==> src/sac_defines.svh <==
// Constants for the sampling converter control block.
`ifndef SAC_DEFINES_SVH
`define SAC_DEFINES_SVH

// Result width and system clock.
`define SAC_RES_W 14
`define SAC_CLK_PERIOD_NS 10

// Start closer than this to a converter edge lets that edge pass.
`define SAC_START_SETUP_NS 30
`define SAC_START_SETUP_CYC \
    ((`SAC_START_SETUP_NS + `SAC_CLK_PERIOD_NS - 1) / `SAC_CLK_PERIOD_NS)
`define SAC_SINCE_W 4
`define SAC_SINCE_MAX 4'hf

// Counted converter edges within one conversion.
`define SAC_EDGE_W 5
`define SAC_EDGE_LZ0 5'h01
`define SAC_EDGE_DEC_FIRST 5'h02
`define SAC_EDGE_DEC_LAST 5'h0f
`define SAC_EDGE_OUT_FIRST 5'h03
`define SAC_EDGE_OUT_LAST 5'h10
`define SAC_EDGE_FRAME_END 5'h11
`define SAC_EDGE_LATCH 5'h12
`define SAC_EDGE_DONE 5'h13

// Synchroniser lanes and their idle levels.
`define SAC_PIN_W 6
`define SAC_PIN_CCLK 0
`define SAC_PIN_CST 1
`define SAC_PIN_CS 2
`define SAC_PIN_RD 3
`define SAC_PIN_HBE 4
`define SAC_PIN_CMP 5
`define SAC_PIN_RST 6'h0e

// Register map, byte addresses.
`define SAC_ADDR_W 4
`define SAC_OFS_CTRL 4'h0
`define SAC_OFS_STAT 4'h4
`define SAC_OFS_RESULT 4'h8

// Control fields.
`define SAC_CTRL_W 4
`define SAC_CTRL_RST 4'h0
`define SAC_CTRL_WORD 0
`define SAC_CTRL_CONT 1
`define SAC_CTRL_HOST 2
`define SAC_CTRL_SER 3

`endif

==> src/sac_pkg.sv <==
// Types shared by the sampling converter control block.
`include "sac_defines.svh"
package sac_pkg;
    // Conversion sequencer states, Gray along idle, sync, convert.
    typedef enum logic [1:0] {
        SAC_IDLE = 2'b00,
        SAC_SYNC = 2'b01,
        SAC_CONV = 2'b11
    } sac_state_e;
    // One conversion code.
    typedef logic [`SAC_RES_W-1:0] sac_code_t;
endpackage

==> src/sac_sar_engine.sv <==
// Successive approximation register that builds one code bit by bit.
`timescale 1ns/1ns
`default_nettype none
`include "sac_defines.svh"
module sac_sar_engine (
    // Clock and reset.
    input wire logic clk,
    input wire logic nrst,
    // Sequencing from the controller.
    input wire logic start,
    input wire logic decide,
    input wire logic cmp_hi,
    // Trial code and the bit decided last.
    output sac_pkg::sac_code_t trial_code,
    output logic last_bit
);
    // Current trial value and the bit under test.
    sac_pkg::sac_code_t trial_r;
    sac_pkg::sac_code_t mask_r;
    logic last_bit_r;
    sac_pkg::sac_code_t kept;
    sac_pkg::sac_code_t mask_nxt;

    // Keep the bit under test when the input lies above the trial.
    always_comb begin
        kept = cmp_hi ? trial_r : (trial_r & ~mask_r);
        mask_nxt = mask_r >> 1;
    end

    // The trial holds the decided bits plus the next test bit; after the lsb, the decided bits alone.
    always_ff @(posedge clk) begin
        if (!nrst) begin
            trial_r <= '0;
            mask_r <= '0;
            last_bit_r <= 1'b0;
        end else if (start) begin
            trial_r <= {1'b1, {(`SAC_RES_W-1){1'b0}}};
            mask_r <= {1'b1, {(`SAC_RES_W-1){1'b0}}};
        end else if (decide) begin
            trial_r <= kept | mask_nxt;
            mask_r <= mask_nxt;
            last_bit_r <= cmp_hi;
        end
    end

    assign trial_code = trial_r;
    assign last_bit = last_bit_r;
endmodule
`default_nettype wire

==> src/sac_top.sv <==
// Conversion sequencer and output interface of the sampling converter.
//
// Function
// Conversion takes 19 or 20 converter edges.
// Start within 30 ns: full 20 edges.
// Timer mode: hold on start rising edge.
// Host mode: hold on select falling edge.
// Timer mode: track again after conversion.
// Host mode: select plus read start; busy waits.
// Serial-only variant forces timer-driven starts.
// Format high: single 14-bit word only.
// Format low: byte and serial formats available.
// Top pins become serial pins and byte select.
// Format and start mode are independent.
// Word format: msb top line, lsb line zero.
// Byte select low: low eight result bits.
// Byte select high: upper six, right-justified.
// Results are two's complement, span over 16384.
// Extreme codes follow two's complement order.
// Host inverts msb for straight binary.
// Host spaces starts by conversion plus acquisition.
// Serial frame: two zeros, then 14 bits.
// Data changes on rising serial clock edge.
// Serial clock floats after frame or runs.
// Timer mode: flag high converting, low done.
// Starts during a conversion are ignored.
// Result latched before completion is signalled.
//
// Decided for this implementation: register access over Avalon-MM and the address map.
`timescale 1ns/1ns
`default_nettype none
`include "sac_defines.svh"
module sac_top (
    // Clock and synchronous reset.
    input wire logic clk,
    input wire logic nrst,
    // Avalon-MM slave.
    input wire logic [`SAC_ADDR_W-1:0] avs_address,
    input wire logic avs_read,
    input wire logic avs_write,
    input wire logic [31:0] avs_writedata,
    output logic [31:0] avs_readdata,
    output logic avs_waitrequest,
    // Converter clock and host pins, all asynchronous.
    input wire logic conv_clk,
    input wire logic convert_start_n,
    input wire logic chip_sel_n,
    input wire logic read_n,
    input wire logic upper_byte_select,
    input wire logic cmp_in,
    // Parallel data bus; bit 13 is data_line_top, bit 0 data_line_zero.
    output sac_pkg::sac_code_t data_out,
    output logic data_lo_oe_n,
    output logic data_hi_oe_n,
    // Status and analog front end control.
    output logic busy_int_n,
    output logic track_hold,
    output sac_pkg::sac_code_t dac_code,
    // Open-drain serial lines; low enable pulls the line low.
    output logic sclk_oe_n,
    output logic serial_out_oe_n,
    output logic serial_frame_n_oe_n
);
    // Two-stage synchroniser and one history stage per pin.
    logic [`SAC_PIN_W-1:0] pins;
    logic [`SAC_PIN_W-1:0] sync1_r;
    logic [`SAC_PIN_W-1:0] sync2_r;
    logic [`SAC_PIN_W-1:0] sync3_r;
    // Control register written by software.
    logic [`SAC_CTRL_W-1:0] ctrl_r;
    // Sequencer state and counters.
    sac_pkg::sac_state_e state_r;
    logic [`SAC_SINCE_W-1:0] since_r;
    logic [`SAC_EDGE_W-1:0] edge_r;
    logic [`SAC_EDGE_W-1:0] edge_nxt;
    // Output holding stage and pin registers.
    sac_pkg::sac_code_t result_r;
    sac_pkg::sac_code_t data_out_r;
    logic data_lo_oe_n_r;
    logic data_hi_oe_n_r;
    logic busy_int_n_r;
    logic hold_r;
    logic frame_act_r;
    logic sclk_oe_n_r;
    logic ser_oe_n_r;
    logic frame_oe_n_r;
    // Bus slave registers.
    logic wait_r;
    logic [31:0] rdata_r;
    // Decoded events.
    logic cclk_rise;
    logic cst_rise;
    logic rdsel;
    logic rd_fall;
    logic ser_only;
    logic host_mode;
    logic word_fmt;
    logic start_req;
    logic start;
    logic cnt_edge;
    logic decide;
    logic done;
    logic last_bit;
    sac_pkg::sac_code_t trial_code;

    // Two's complement from the offset binary trial value.
    function automatic sac_pkg::sac_code_t to_twos(
        input sac_pkg::sac_code_t c);
        to_twos = {~c[`SAC_RES_W-1], c[`SAC_RES_W-2:0]};
    endfunction

    // Word placed on the parallel bus for a read.
    function automatic sac_pkg::sac_code_t read_word(
        input sac_pkg::sac_code_t r, input logic word, input logic hbe);
        if (word) begin
            read_word = r;
        end else if (hbe) begin
            read_word = {8'h00, r[13:8]};
        end else begin
            read_word = {6'h00, r[7:0]};
        end
    endfunction

    // Register read decode; unmapped addresses read as zero.
    function automatic logic [31:0] reg_read(
        input logic [`SAC_ADDR_W-1:0] a);
        case (a)
            `SAC_OFS_CTRL: begin
                reg_read = {28'h0000000, ctrl_r};
            end
            `SAC_OFS_STAT: begin
                reg_read = {28'h0000000, frame_act_r, busy_int_n_r,
                    hold_r, state_r != sac_pkg::SAC_IDLE};
            end
            `SAC_OFS_RESULT: begin
                reg_read = {18'h00000, result_r};
            end
            default: begin
                reg_read = 32'h00000000;
            end
        endcase
    endfunction

    assign pins = {cmp_in, upper_byte_select, read_n, chip_sel_n,
        convert_start_n, conv_clk};

    // Every pin passes two flops; the third stage only feeds edge finders.
    always_ff @(posedge clk) begin
        if (!nrst) begin
            sync1_r <= `SAC_PIN_RST;
            sync2_r <= `SAC_PIN_RST;
            sync3_r <= `SAC_PIN_RST;
        end else begin
            sync1_r <= pins;
            sync2_r <= sync1_r;
            sync3_r <= sync2_r;
        end
    end

    // Edges and modes seen from the clean side of the synchroniser.
    always_comb begin
        cclk_rise = sync2_r[`SAC_PIN_CCLK] & ~sync3_r[`SAC_PIN_CCLK];
        cst_rise = sync2_r[`SAC_PIN_CST] & ~sync3_r[`SAC_PIN_CST];
        rdsel = ~sync2_r[`SAC_PIN_CS] & ~sync2_r[`SAC_PIN_RD];
        rd_fall = rdsel & ~(~sync3_r[`SAC_PIN_CS] & ~sync3_r[`SAC_PIN_RD]);
        // serial-only variant
        ser_only = ctrl_r[`SAC_CTRL_SER];
        // independent mode bits
        host_mode = ctrl_r[`SAC_CTRL_HOST] & ~ser_only;
        word_fmt = ctrl_r[`SAC_CTRL_WORD] & ~ser_only;
        // timer start edge
        // host select edge
        // select plus read
        start_req = host_mode ?
            (rd_fall & ~sync2_r[`SAC_PIN_HBE]) : cst_rise;
        // ignore busy starts
        start = start_req & (state_r == sac_pkg::SAC_IDLE);
        // late start skips edge
        cnt_edge = cclk_rise & ((state_r == sac_pkg::SAC_CONV) |
            ((state_r == sac_pkg::SAC_SYNC) &
            (since_r >= `SAC_SINCE_W'(`SAC_START_SETUP_CYC))));
        edge_nxt = edge_r + `SAC_EDGE_W'(1);
        decide = cnt_edge & (edge_nxt >= `SAC_EDGE_DEC_FIRST) &
            (edge_nxt <= `SAC_EDGE_DEC_LAST);
        // fixed counted edges
        done = cnt_edge & (edge_nxt == `SAC_EDGE_DONE);
    end

    // Sequencer: a start waits for the first converter edge, then counts.
    always_ff @(posedge clk) begin
        if (!nrst) begin
            state_r <= sac_pkg::SAC_IDLE;
        end else begin
            case (state_r)
                sac_pkg::SAC_IDLE: begin
                    if (start) begin
                        state_r <= sac_pkg::SAC_SYNC;
                    end
                end
                sac_pkg::SAC_SYNC: begin
                    // A skipped edge still ends the sync wait.
                    if (cclk_rise) begin
                        state_r <= sac_pkg::SAC_CONV;
                    end
                end
                sac_pkg::SAC_CONV: begin
                    if (done) begin
                        state_r <= sac_pkg::SAC_IDLE;
                    end
                end
                default: begin
                    state_r <= sac_pkg::SAC_IDLE;
                end
            endcase
        end
    end

    // Time since the start, saturating; only read while waiting to sync.
    always_ff @(posedge clk) begin
        if (!nrst) begin
            since_r <= '0;
        end else if (state_r != sac_pkg::SAC_SYNC) begin
            since_r <= '0;
        end else if (since_r != `SAC_SINCE_MAX) begin
            since_r <= since_r + `SAC_SINCE_W'(1);
        end
    end

    // Counted converter edges; a skipped edge leaves the count alone.
    always_ff @(posedge clk) begin
        if (!nrst) begin
            edge_r <= '0;
        end else if (start) begin
            edge_r <= '0;
        end else if (cnt_edge) begin
            edge_r <= edge_nxt;
        end
    end

    // The bit engine decides one bit on each of counted edges 2 to 15, msb first.
    sac_sar_engine u_engine (
        .clk(clk),
        .nrst(nrst),
        .start(start),
        .decide(decide),
        .cmp_hi(sync2_r[`SAC_PIN_CMP]),
        .trial_code(trial_code),
        .last_bit(last_bit)
    );

    // Holding stage loads one edge before completion so reads stay stable.
    always_ff @(posedge clk) begin
        if (!nrst) begin
            result_r <= '0;
        end else if (cnt_edge && edge_nxt == `SAC_EDGE_LATCH) begin
            // latch before done
            // two's complement code
            // extremes keep order
            result_r <= to_twos(trial_code);
        end
    end

    // Track/hold: hold from the start until the conversion ends.
    always_ff @(posedge clk) begin
        if (!nrst) begin
            hold_r <= 1'b0;
        end else if (start) begin
            // hold on start
            hold_r <= 1'b1;
        end else if (done) begin
            // back to tracking
            hold_r <= 1'b0;
        end
    end

    // Busy in host mode, interrupt flag in timer mode.
    always_ff @(posedge clk) begin
        if (!nrst) begin
            busy_int_n_r <= 1'b1;
        end else if (start) begin
            // busy low converting
            busy_int_n_r <= ~host_mode;
        end else if (done) begin
            // flag low at end
            busy_int_n_r <= host_mode;
        end else if (rd_fall && !host_mode) begin
            // A read clears the flag; an end in the same cycle wins.
            busy_int_n_r <= 1'b1;
        end
    end

    // Serial frame: leading zeros, then bits as soon as they are known.
    always_ff @(posedge clk) begin
        if (!nrst) begin
            frame_act_r <= 1'b0;
            frame_oe_n_r <= 1'b1;
            ser_oe_n_r <= 1'b1;
        end else if (cnt_edge) begin
            // change on rising edge
            if (edge_nxt == `SAC_EDGE_LZ0) begin
                // two leading zeros
                frame_act_r <= 1'b1;
                frame_oe_n_r <= word_fmt;
                ser_oe_n_r <= word_fmt;
            end else if (edge_nxt >= `SAC_EDGE_OUT_FIRST &&
                edge_nxt <= `SAC_EDGE_OUT_LAST) begin
                // Msb goes out inverted, as the result; a one releases.
                ser_oe_n_r <= word_fmt |
                    (last_bit ^ (edge_nxt == `SAC_EDGE_OUT_FIRST));
            end else if (edge_nxt == `SAC_EDGE_FRAME_END) begin
                frame_act_r <= 1'b0;
                frame_oe_n_r <= 1'b1;
                ser_oe_n_r <= 1'b1;
            end
        end
    end

    // Serial clock follows the converter clock, three cycles behind the pin.
    always_ff @(posedge clk) begin
        if (!nrst) begin
            sclk_oe_n_r <= 1'b1;
        end else begin
            // float or run on
            // serial only off word
            sclk_oe_n_r <= ~(~word_fmt & ~sync2_r[`SAC_PIN_CCLK] &
                (ctrl_r[`SAC_CTRL_CONT] | frame_act_r));
        end
    end

    // Parallel bus is driven only while select and read are both low.
    always_ff @(posedge clk) begin
        if (!nrst) begin
            data_out_r <= '0;
            data_lo_oe_n_r <= 1'b1;
            data_hi_oe_n_r <= 1'b1;
        end else begin
            // word on all lines
            // low byte select
            // upper six justified
            data_out_r <= read_word(result_r, word_fmt,
                sync2_r[`SAC_PIN_HBE]);
            // word format only
            // top pins given up
            data_lo_oe_n_r <= ~(rdsel & ~ser_only);
            data_hi_oe_n_r <= ~(rdsel & word_fmt);
        end
    end

    // Bus slave: each request is answered with exactly one wait cycle.
    always_ff @(posedge clk) begin
        if (!nrst) begin
            wait_r <= 1'b1;
            rdata_r <= 32'h00000000;
        end else if ((avs_read || avs_write) && wait_r) begin
            wait_r <= 1'b0;
            rdata_r <= avs_read ? reg_read(avs_address) : 32'h00000000;
        end else begin
            wait_r <= 1'b1;
        end
    end

    // Control register takes a write at the edge that samples waitrequest low.
    always_ff @(posedge clk) begin
        if (!nrst) begin
            ctrl_r <= `SAC_CTRL_RST;
        end else if (avs_write && !wait_r &&
            avs_address == `SAC_OFS_CTRL) begin
            ctrl_r <= avs_writedata[`SAC_CTRL_W-1:0];
        end
    end

    assign avs_readdata = rdata_r;
    assign avs_waitrequest = wait_r;
    assign data_out = data_out_r;
    assign data_lo_oe_n = data_lo_oe_n_r;
    assign data_hi_oe_n = data_hi_oe_n_r;
    assign busy_int_n = busy_int_n_r;
    assign track_hold = hold_r;
    assign dac_code = trial_code;
    assign sclk_oe_n = sclk_oe_n_r;
    assign serial_out_oe_n = ser_oe_n_r;
    assign serial_frame_n_oe_n = frame_oe_n_r;
endmodule
`default_nettype wire

==> config.mk <==
export PLATFORM = sky130hd
export DESIGN_NAME = sac_top
export DESIGN_NICKNAME = d
export VERILOG_FILES = /design/src/sac_pkg.sv /design/src/sac_sar_engine.sv /design/src/sac_top.sv
export VERILOG_INCLUDE_DIRS = /design/src
export SDC_FILE = /design/constraint.sdc
export NUM_CORES = 1
export LEC_CHECK = 0
export ABC_CLOCK_PERIOD_IN_PS = 2660
export BUFFER_PORTS_ARGS = -buffer_cell sky130_fd_sc_hd__buf_2
export CAP_MARGIN = 20
export CORE_UTILIZATION = 30
export DETAILED_ROUTE_END_ITERATION = 8
export GPL_TIMING_DRIVEN = 1
export PLACE_DENSITY = 0.49
export RECOVER_POWER = 100
export SYNTH_ARGS = -nofsm -noshare
export SYNTH_HDL_FRONTEND = slang
export SYNTH_SLANG_ARGS = --single-unit
==> constraint.sdc <==
create_clock -name clk -period 2.66 [get_ports clk]
set_input_delay 0.133 -clock clk [delete_from_list [all_inputs] [get_ports clk]]
set_output_delay 0.133 -clock clk [all_outputs]
set_load 0.02 [all_outputs]
# [Word level (Yosys, flattened, before mapping)]
# Cells that the tools add are included.
[word_totals] register_bits=129 in_bits=46 out_inout_bits=68 word_cells=140
[op_classes] magnitude_cmp=5 eq_ne=15 reduce_logical=23 add_sub_neg=2 bitwise_logic=43 muxes=28
[ops] cell="two-way mux 14 bit" count=6
[ops] cell="case mux 14 bit (3 select lines)" count=1
[ops] cell="two-way mux 32 bit" count=1
[ops] cell="AND 1 bit" count=18
[ops] cell="NOT 1 bit" count=18
[ops] cell="equality test 5 bit, second input constant" count=3
[ops] cell="two-way mux 1 bit" count=15
[ops] cell="AND 14 bit" count=1
[ops] cell="NOT 14 bit" count=1
[ops] cell="OR 14 x 13 -> 14 bit" count=1
[ops] cell="greater-or-equal comparator 5 x 2 -> 1 bit, second input constant" count=2
[ops] cell="two-way mux 8 bit" count=1
[ops] cell="inequality test 2 bit, second input constant" count=4
[ops] cell="nonzero test 2 bit" count=4
[ops] cell="logical AND 1 bit" count=6
[ops] cell="two-way mux 2 bit" count=3
[ops] cell="case mux 2 bit (3 select lines)" count=1
[ops] cell="AND reduction 3 bit" count=2
[ops] cell="nonzero test 3 bit" count=2
[ops] cell="adder 5 x 1 -> 5 bit, second input constant" count=1
[ops] cell="equality test 5 x 1 -> 1 bit, second input constant" count=1
[ops] cell="equality test 5 x 2 -> 1 bit, second input constant" count=1
[ops] cell="<= comparator 5 x 4 -> 1 bit, second input constant" count=1
[ops] cell="<= comparator 5 bit, second input constant" count=1
[ops] cell="other kinds (16)" count=21

# [Logic depth before layout (Yosys ltp)]
[logic_depth] depth_word=9 depth_mapped=9 ltp_nobuf=8

# [Modules after synthesis]
# A second synthesis with hierarchy kept.
[hier_totals] cells_unflattened=506 hier_area_um2=4779.6
[by_module_without_submodules] mod="sac_top" area_each_um2=3626.0 n_inst=1 seq_area_each_um2=1641.6 cells_each=395
[by_module_without_submodules] mod="sac_sar_engine" area_each_um2=1153.6 n_inst=1 seq_area_each_um2=580.6 cells_each=111

# [Worst setup path after synthesis]
# OpenSTA, ideal clock, no wires.
[synth_path] path_kind="flip-flop to flip-flop" start="register edge_r[0]" end="register ser_oe_n_r, in the netlist serial_out_oe_n" path_stages_with_launch=9 slack_ns=0.474 required_ns=2.565 setup_ns=0.095 t_arrival_ns=2.090 period_less_slack_ns=2.186 n_path_buf=1 cell_sequence="dfxtp_1 -> buf_2 -> inv_1 -> ha_1 -> or3b_2 -> mux2i_1 -> o21a_1 -> o21ai_0 -> o311ai_1"
[synth_via] elab_chain_len=6 elab_cells_between_ends=13 classes_between="1 x add/sub; 2 x order compare; 3 x eq/ne; 2 x mux; 2 x bitwise; 3 x reduce/logical"
[synth_lines] item="start: declaration" line_no="sac_top.sv:74" source="logic [`SAC_EDGE_W-1:0] edge_r;"
[synth_lines] item="start signal: assignment" line_no="sac_top.sv:236" source="edge_r <= edge_nxt;"
[synth_lines] item="adder 5 x 1 -> 5 bit *" line_no="sac_top.sv:182" source="edge_nxt = edge_r + `SAC_EDGE_W'(1);"
[synth_lines] item="named net edge_nxt[0]" line_no="sac_top.sv:75" source="logic [`SAC_EDGE_W-1:0] edge_nxt;"
[synth_lines] item="branches (longest 5 deep; another with greater-or-equal comparator 5 x 2 -> 1 bit)"
[synth_lines] item="end signal: assignment" line_no="sac_top.sv:304" source="ser_oe_n_r <= word_fmt;"
[synth_lines] item="end signal: assignment" line_no="sac_top.sv:308" source="ser_oe_n_r <= word_fmt |"
[synth_lines] item="end: declaration" line_no="sac_top.sv:85" source="logic ser_oe_n_r;"
# Mark *: on every way through the listed nets, which the timed path passes.
# A chain may end at the register's enable or synchronous reset.

# [Final worst setup path]
# Ends and elaborated chain as after synthesis.

==> results.md <==
* Post-Synth Adder-Cell Area at 1.39%
* RR Startpoint: edge_r[0]
* Mapped Area at 4500 sq um
* Total Nets Final at 605
* YS warnings at 0
* Pwr Density at 590 nW/um^2
* Detailed Place HPWL at 7190 um
* Maximum VDD drop at 0.000364 V
* # port buffers at 67
* Synthesized instance count at 481
* Compound-gate portion of the synthesized area at 13.2%
* Clock skew at 8.70 ps
* Starting density of the core at 30.8%
* Post-CTS Setup Inserts at 0
* Routed WL at 10400 um
* Vias at 3452
* Sequential share of the synthesized area at 49.4%
* Setup WS pre-CTS at 5.17 ps
* Final GP Congestion at 0.756
* Most frequent cells in the layout: dfxtp_1, clkbuf_1, nor2_1
* CTS tree: built
* Layout cells sized above 1 at 10.7%
* Min Tclk post-route at 2460 ps
* Gr usage total at 13.6%
* Hold Vio Cnt, Final at 0
* Syn avg cell area at 9.35 sq um
* Area grow syn2layout at 15.8%
* Reg-to-reg setup timing slack at 200 ps
* Status: finished clean
* Synth Area in XOR/XNOR at 1.17%
* Non-filler cells, final at 743
* Vias in the first global route at 3377
* Rows at 44
* Critical path data arrival time at 2660 ps
* Largest family of logic cells by synthesized area: simple AND/OR/NAND/NOR gates
* Post-Synth Simple-Gate Area at 20.2%
* Detail Route Antenna Nets at 0
* Post-cts resize count at 0
* Residual DRC at 0
* Post-synthesis mux area share at 7.37%
* WL/cell at 14.0 um
* First-pass GRT wire length at 16700 um
* Fin crit share at 92.3%
* Setup violators final at 0
* RSZ-0062 raised after global routing: false
* Synth unique cells at 56
* CTS H-tree depth at 3
* Critical path type: reg2reg
* Async SR Flop Fraction at 0%
* Clock latency on the worst-skew pair at 350 ps
* Worst Min Path Start: avs_writedata[0]
* Clock Sinks at 111
* Worst Hold Path EP: ctrl_r[0]
* Largest net degree at the start of global routing at 44
* Crit Path Max Fanout at 8
* Area of the die at 15500 sq um
* CP Data Required Time at 2860 ps
* TritonRoute pass-1 iters at 4
* Die width at 124 um
* Register bit total from synthesis at 111
* CTS buffer count at 9
* Post-synth EDFFs at 0
* Hold Crit Depth at 3
* FF-to-FF path depth at 7
* Rel. slew slack at 24.4%
* Initial drt markers at 136
* Gr ovfl total at 0
* Setup crit start kind: register
* Reg2reg end: serial_out_oe_n
* Commonest non-fill, non-tap cell in the layout: dfxtp_1
* Max Cap Viol at 0
* Top_reg_cell synth: dfxtp_1
* Reg clk slew, reported paths at 70 ps
* Fillers at 1539
* Worst min-delay path class: in2reg
* DIE HEIGHT at 124 um
* Endpoint class of the critical path: register
* DR vias/cell at 4.65
* Clock root buffer: clkbuf_16
* Slew @ Worst Pin at 1100 ps
* Max frequency at 0.407 GHz
* Setup TNS at 0 ps
* Placed Cells at 719
* Max-slew violations at 0
* ANT cells at 0
* Leakage power at 2.10 nW
* Max Root-Sink Buffers at 2
* Setup slack after layout at 204 ps
* Initial antenna violation count at 0
* Ports at 114
* Core Box Area at 14600 sq um
kinds of logic (layout without fill, tap and decap cells):
| group | count (synthesis) | after routing |
|---|---|---|
| AOI/OAI and AO/OA | 90 | 91 |
| xor gates and xnor gates | 6 | 6 |
| and+or+nand+nor | 181 | 181 |
| DFF | 111 | 111 |
| adders and majority gates | 5 | 5 |
| muxes | 33 | 33 |
| other | 1 | 18 |
| buffers and inverters | 54 | 114 |
layer usage:
| metal | vias to the layer above | GRT usage, % | share of wire (%) |
|---|---|---|---|
| met1 | 1638 | 16.5 | 48 |
| li1 | 1744 | - | - |
| met4 | 0 | 3.61 | 0.95 |
| met3 | 9 | 3.44 | 4.1 |
| met5 | - | 0 | 0 |
| met2 | 61 | 23.6 | 47 |
metrics by stage:
| stage | instance area, sq um | utilization (%) | hold slack, ps | total power, mW |
|---|---|---|---|---|
| 2_1_floorplan | 4560 | - | 228 | 1.82 |
| 3_3_place_gp | 4940 | 33.9 | 315 | 1.84 |
| 3_5_place_dp | 4940 | 33.9 | 322 | 1.84 |
| 4_1_cts | 5290 | 36.3 | 16.2 | 3.12 |
| 5_1_grt | 5210 | 35.7 | 30.8 | 3.19 |
| 6_report | 5210 | 35.7 | 29.4 | 3.07 |
worst max path at each step:
stage          startpoint  cells after the start                 endpoint  slack, ps
6_report        edge_r[0]                      7          serial_out_oe_n        200
5_1_grt         edge_r[0]                      8  u_engine.trial_code[11]         40
4_1_cts         edge_r[0]                      7  u_engine.trial_code[11]         20
3_5_place_dp    edge_r[0]                      7   u_engine.trial_code[1]          5
3_3_place_gp    edge_r[0]                      7   u_engine.trial_code[6]         90
2_1_floorplan   edge_r[0]                      8          serial_out_oe_n        470
critical path, cell delays in order, from the launching register on:
cell	delay (ps)
dfxtp_1	490
inv_1	130
ha_1	470
or3b_2	510
mux2i_1	190
a21oi_1	140
nor3_1	220
o311ai_0	150
sequential cells by signal, indices dropped and copies added, names as in the netlist, 2 cells and up:
signal	count
sync3_r	4
u_engine.mask_r	14
state_r	2
since_r	4
data_out	14
avs_readdata	14
u_engine.trial_code	14
sync2_r	6
ctrl_r	4
sync1_r	6
result_r	14
edge_r	5
what timing repair did:
item                       CTS  global route
setup endpoints to repair    1             0
hold buffers                 6             0
hold endpoints to repair     6             0
synthesized netlist by cell type, types with 2 or more instances:
library cell	instances	area, sq um
clkbuf_1	13	48.8
xnor2_1	4	35.0
nor2b_1	7	43.8
nand2b_1	25	156
a22oi_1	14	105
nor3_1	8	40.0
inv_1	10	37.5
ha_1	5	62.6
buf_4	20	150
o21ai_2	5	43.8
and3_1	8	50.1
a21oi_1	28	140
nor3b_1	3	22.5
a21oi_2	5	43.8
nand2_1	41	154
nand3_1	8	40.0
nor2_1	54	203
dfxtp_1	111	2220
xor2_1	2	17.5
buf_6	5	56.3
or2_2	2	12.5
o21ai_0	22	110
o311a_1	2	20.0
buf_2	5	25.0
and2_1	9	56.3
mux2i_1	32	320
nand3b_1	2	15.0
nand4_1	3	18.8
power breakdown:
part	switching [mW]	internal [mW]	total, mW
Combinational	0.0837	0.0366	0.120
Sequential	0.0102	1.67	1.69
Clock	0.622	0.647	1.27
area by class of cell:
type | count | area (sq um) | area share (%)
Multi-Input combinational cell | 334 | 2020 | 38.8
Sequential cell | 111 | 2220 | 42.7
Timing Repair Buffer | 87 | 423 | 8.12
Inverter | 11 | 41.3 | 0.793
Clock inverter | 5 | 38.8 | 0.745
Clock buffer | 11 | 233 | 4.47
Tap cell | 184 | 230 | 4.42
Note: power is estimated with default switching activity, not from simulation.
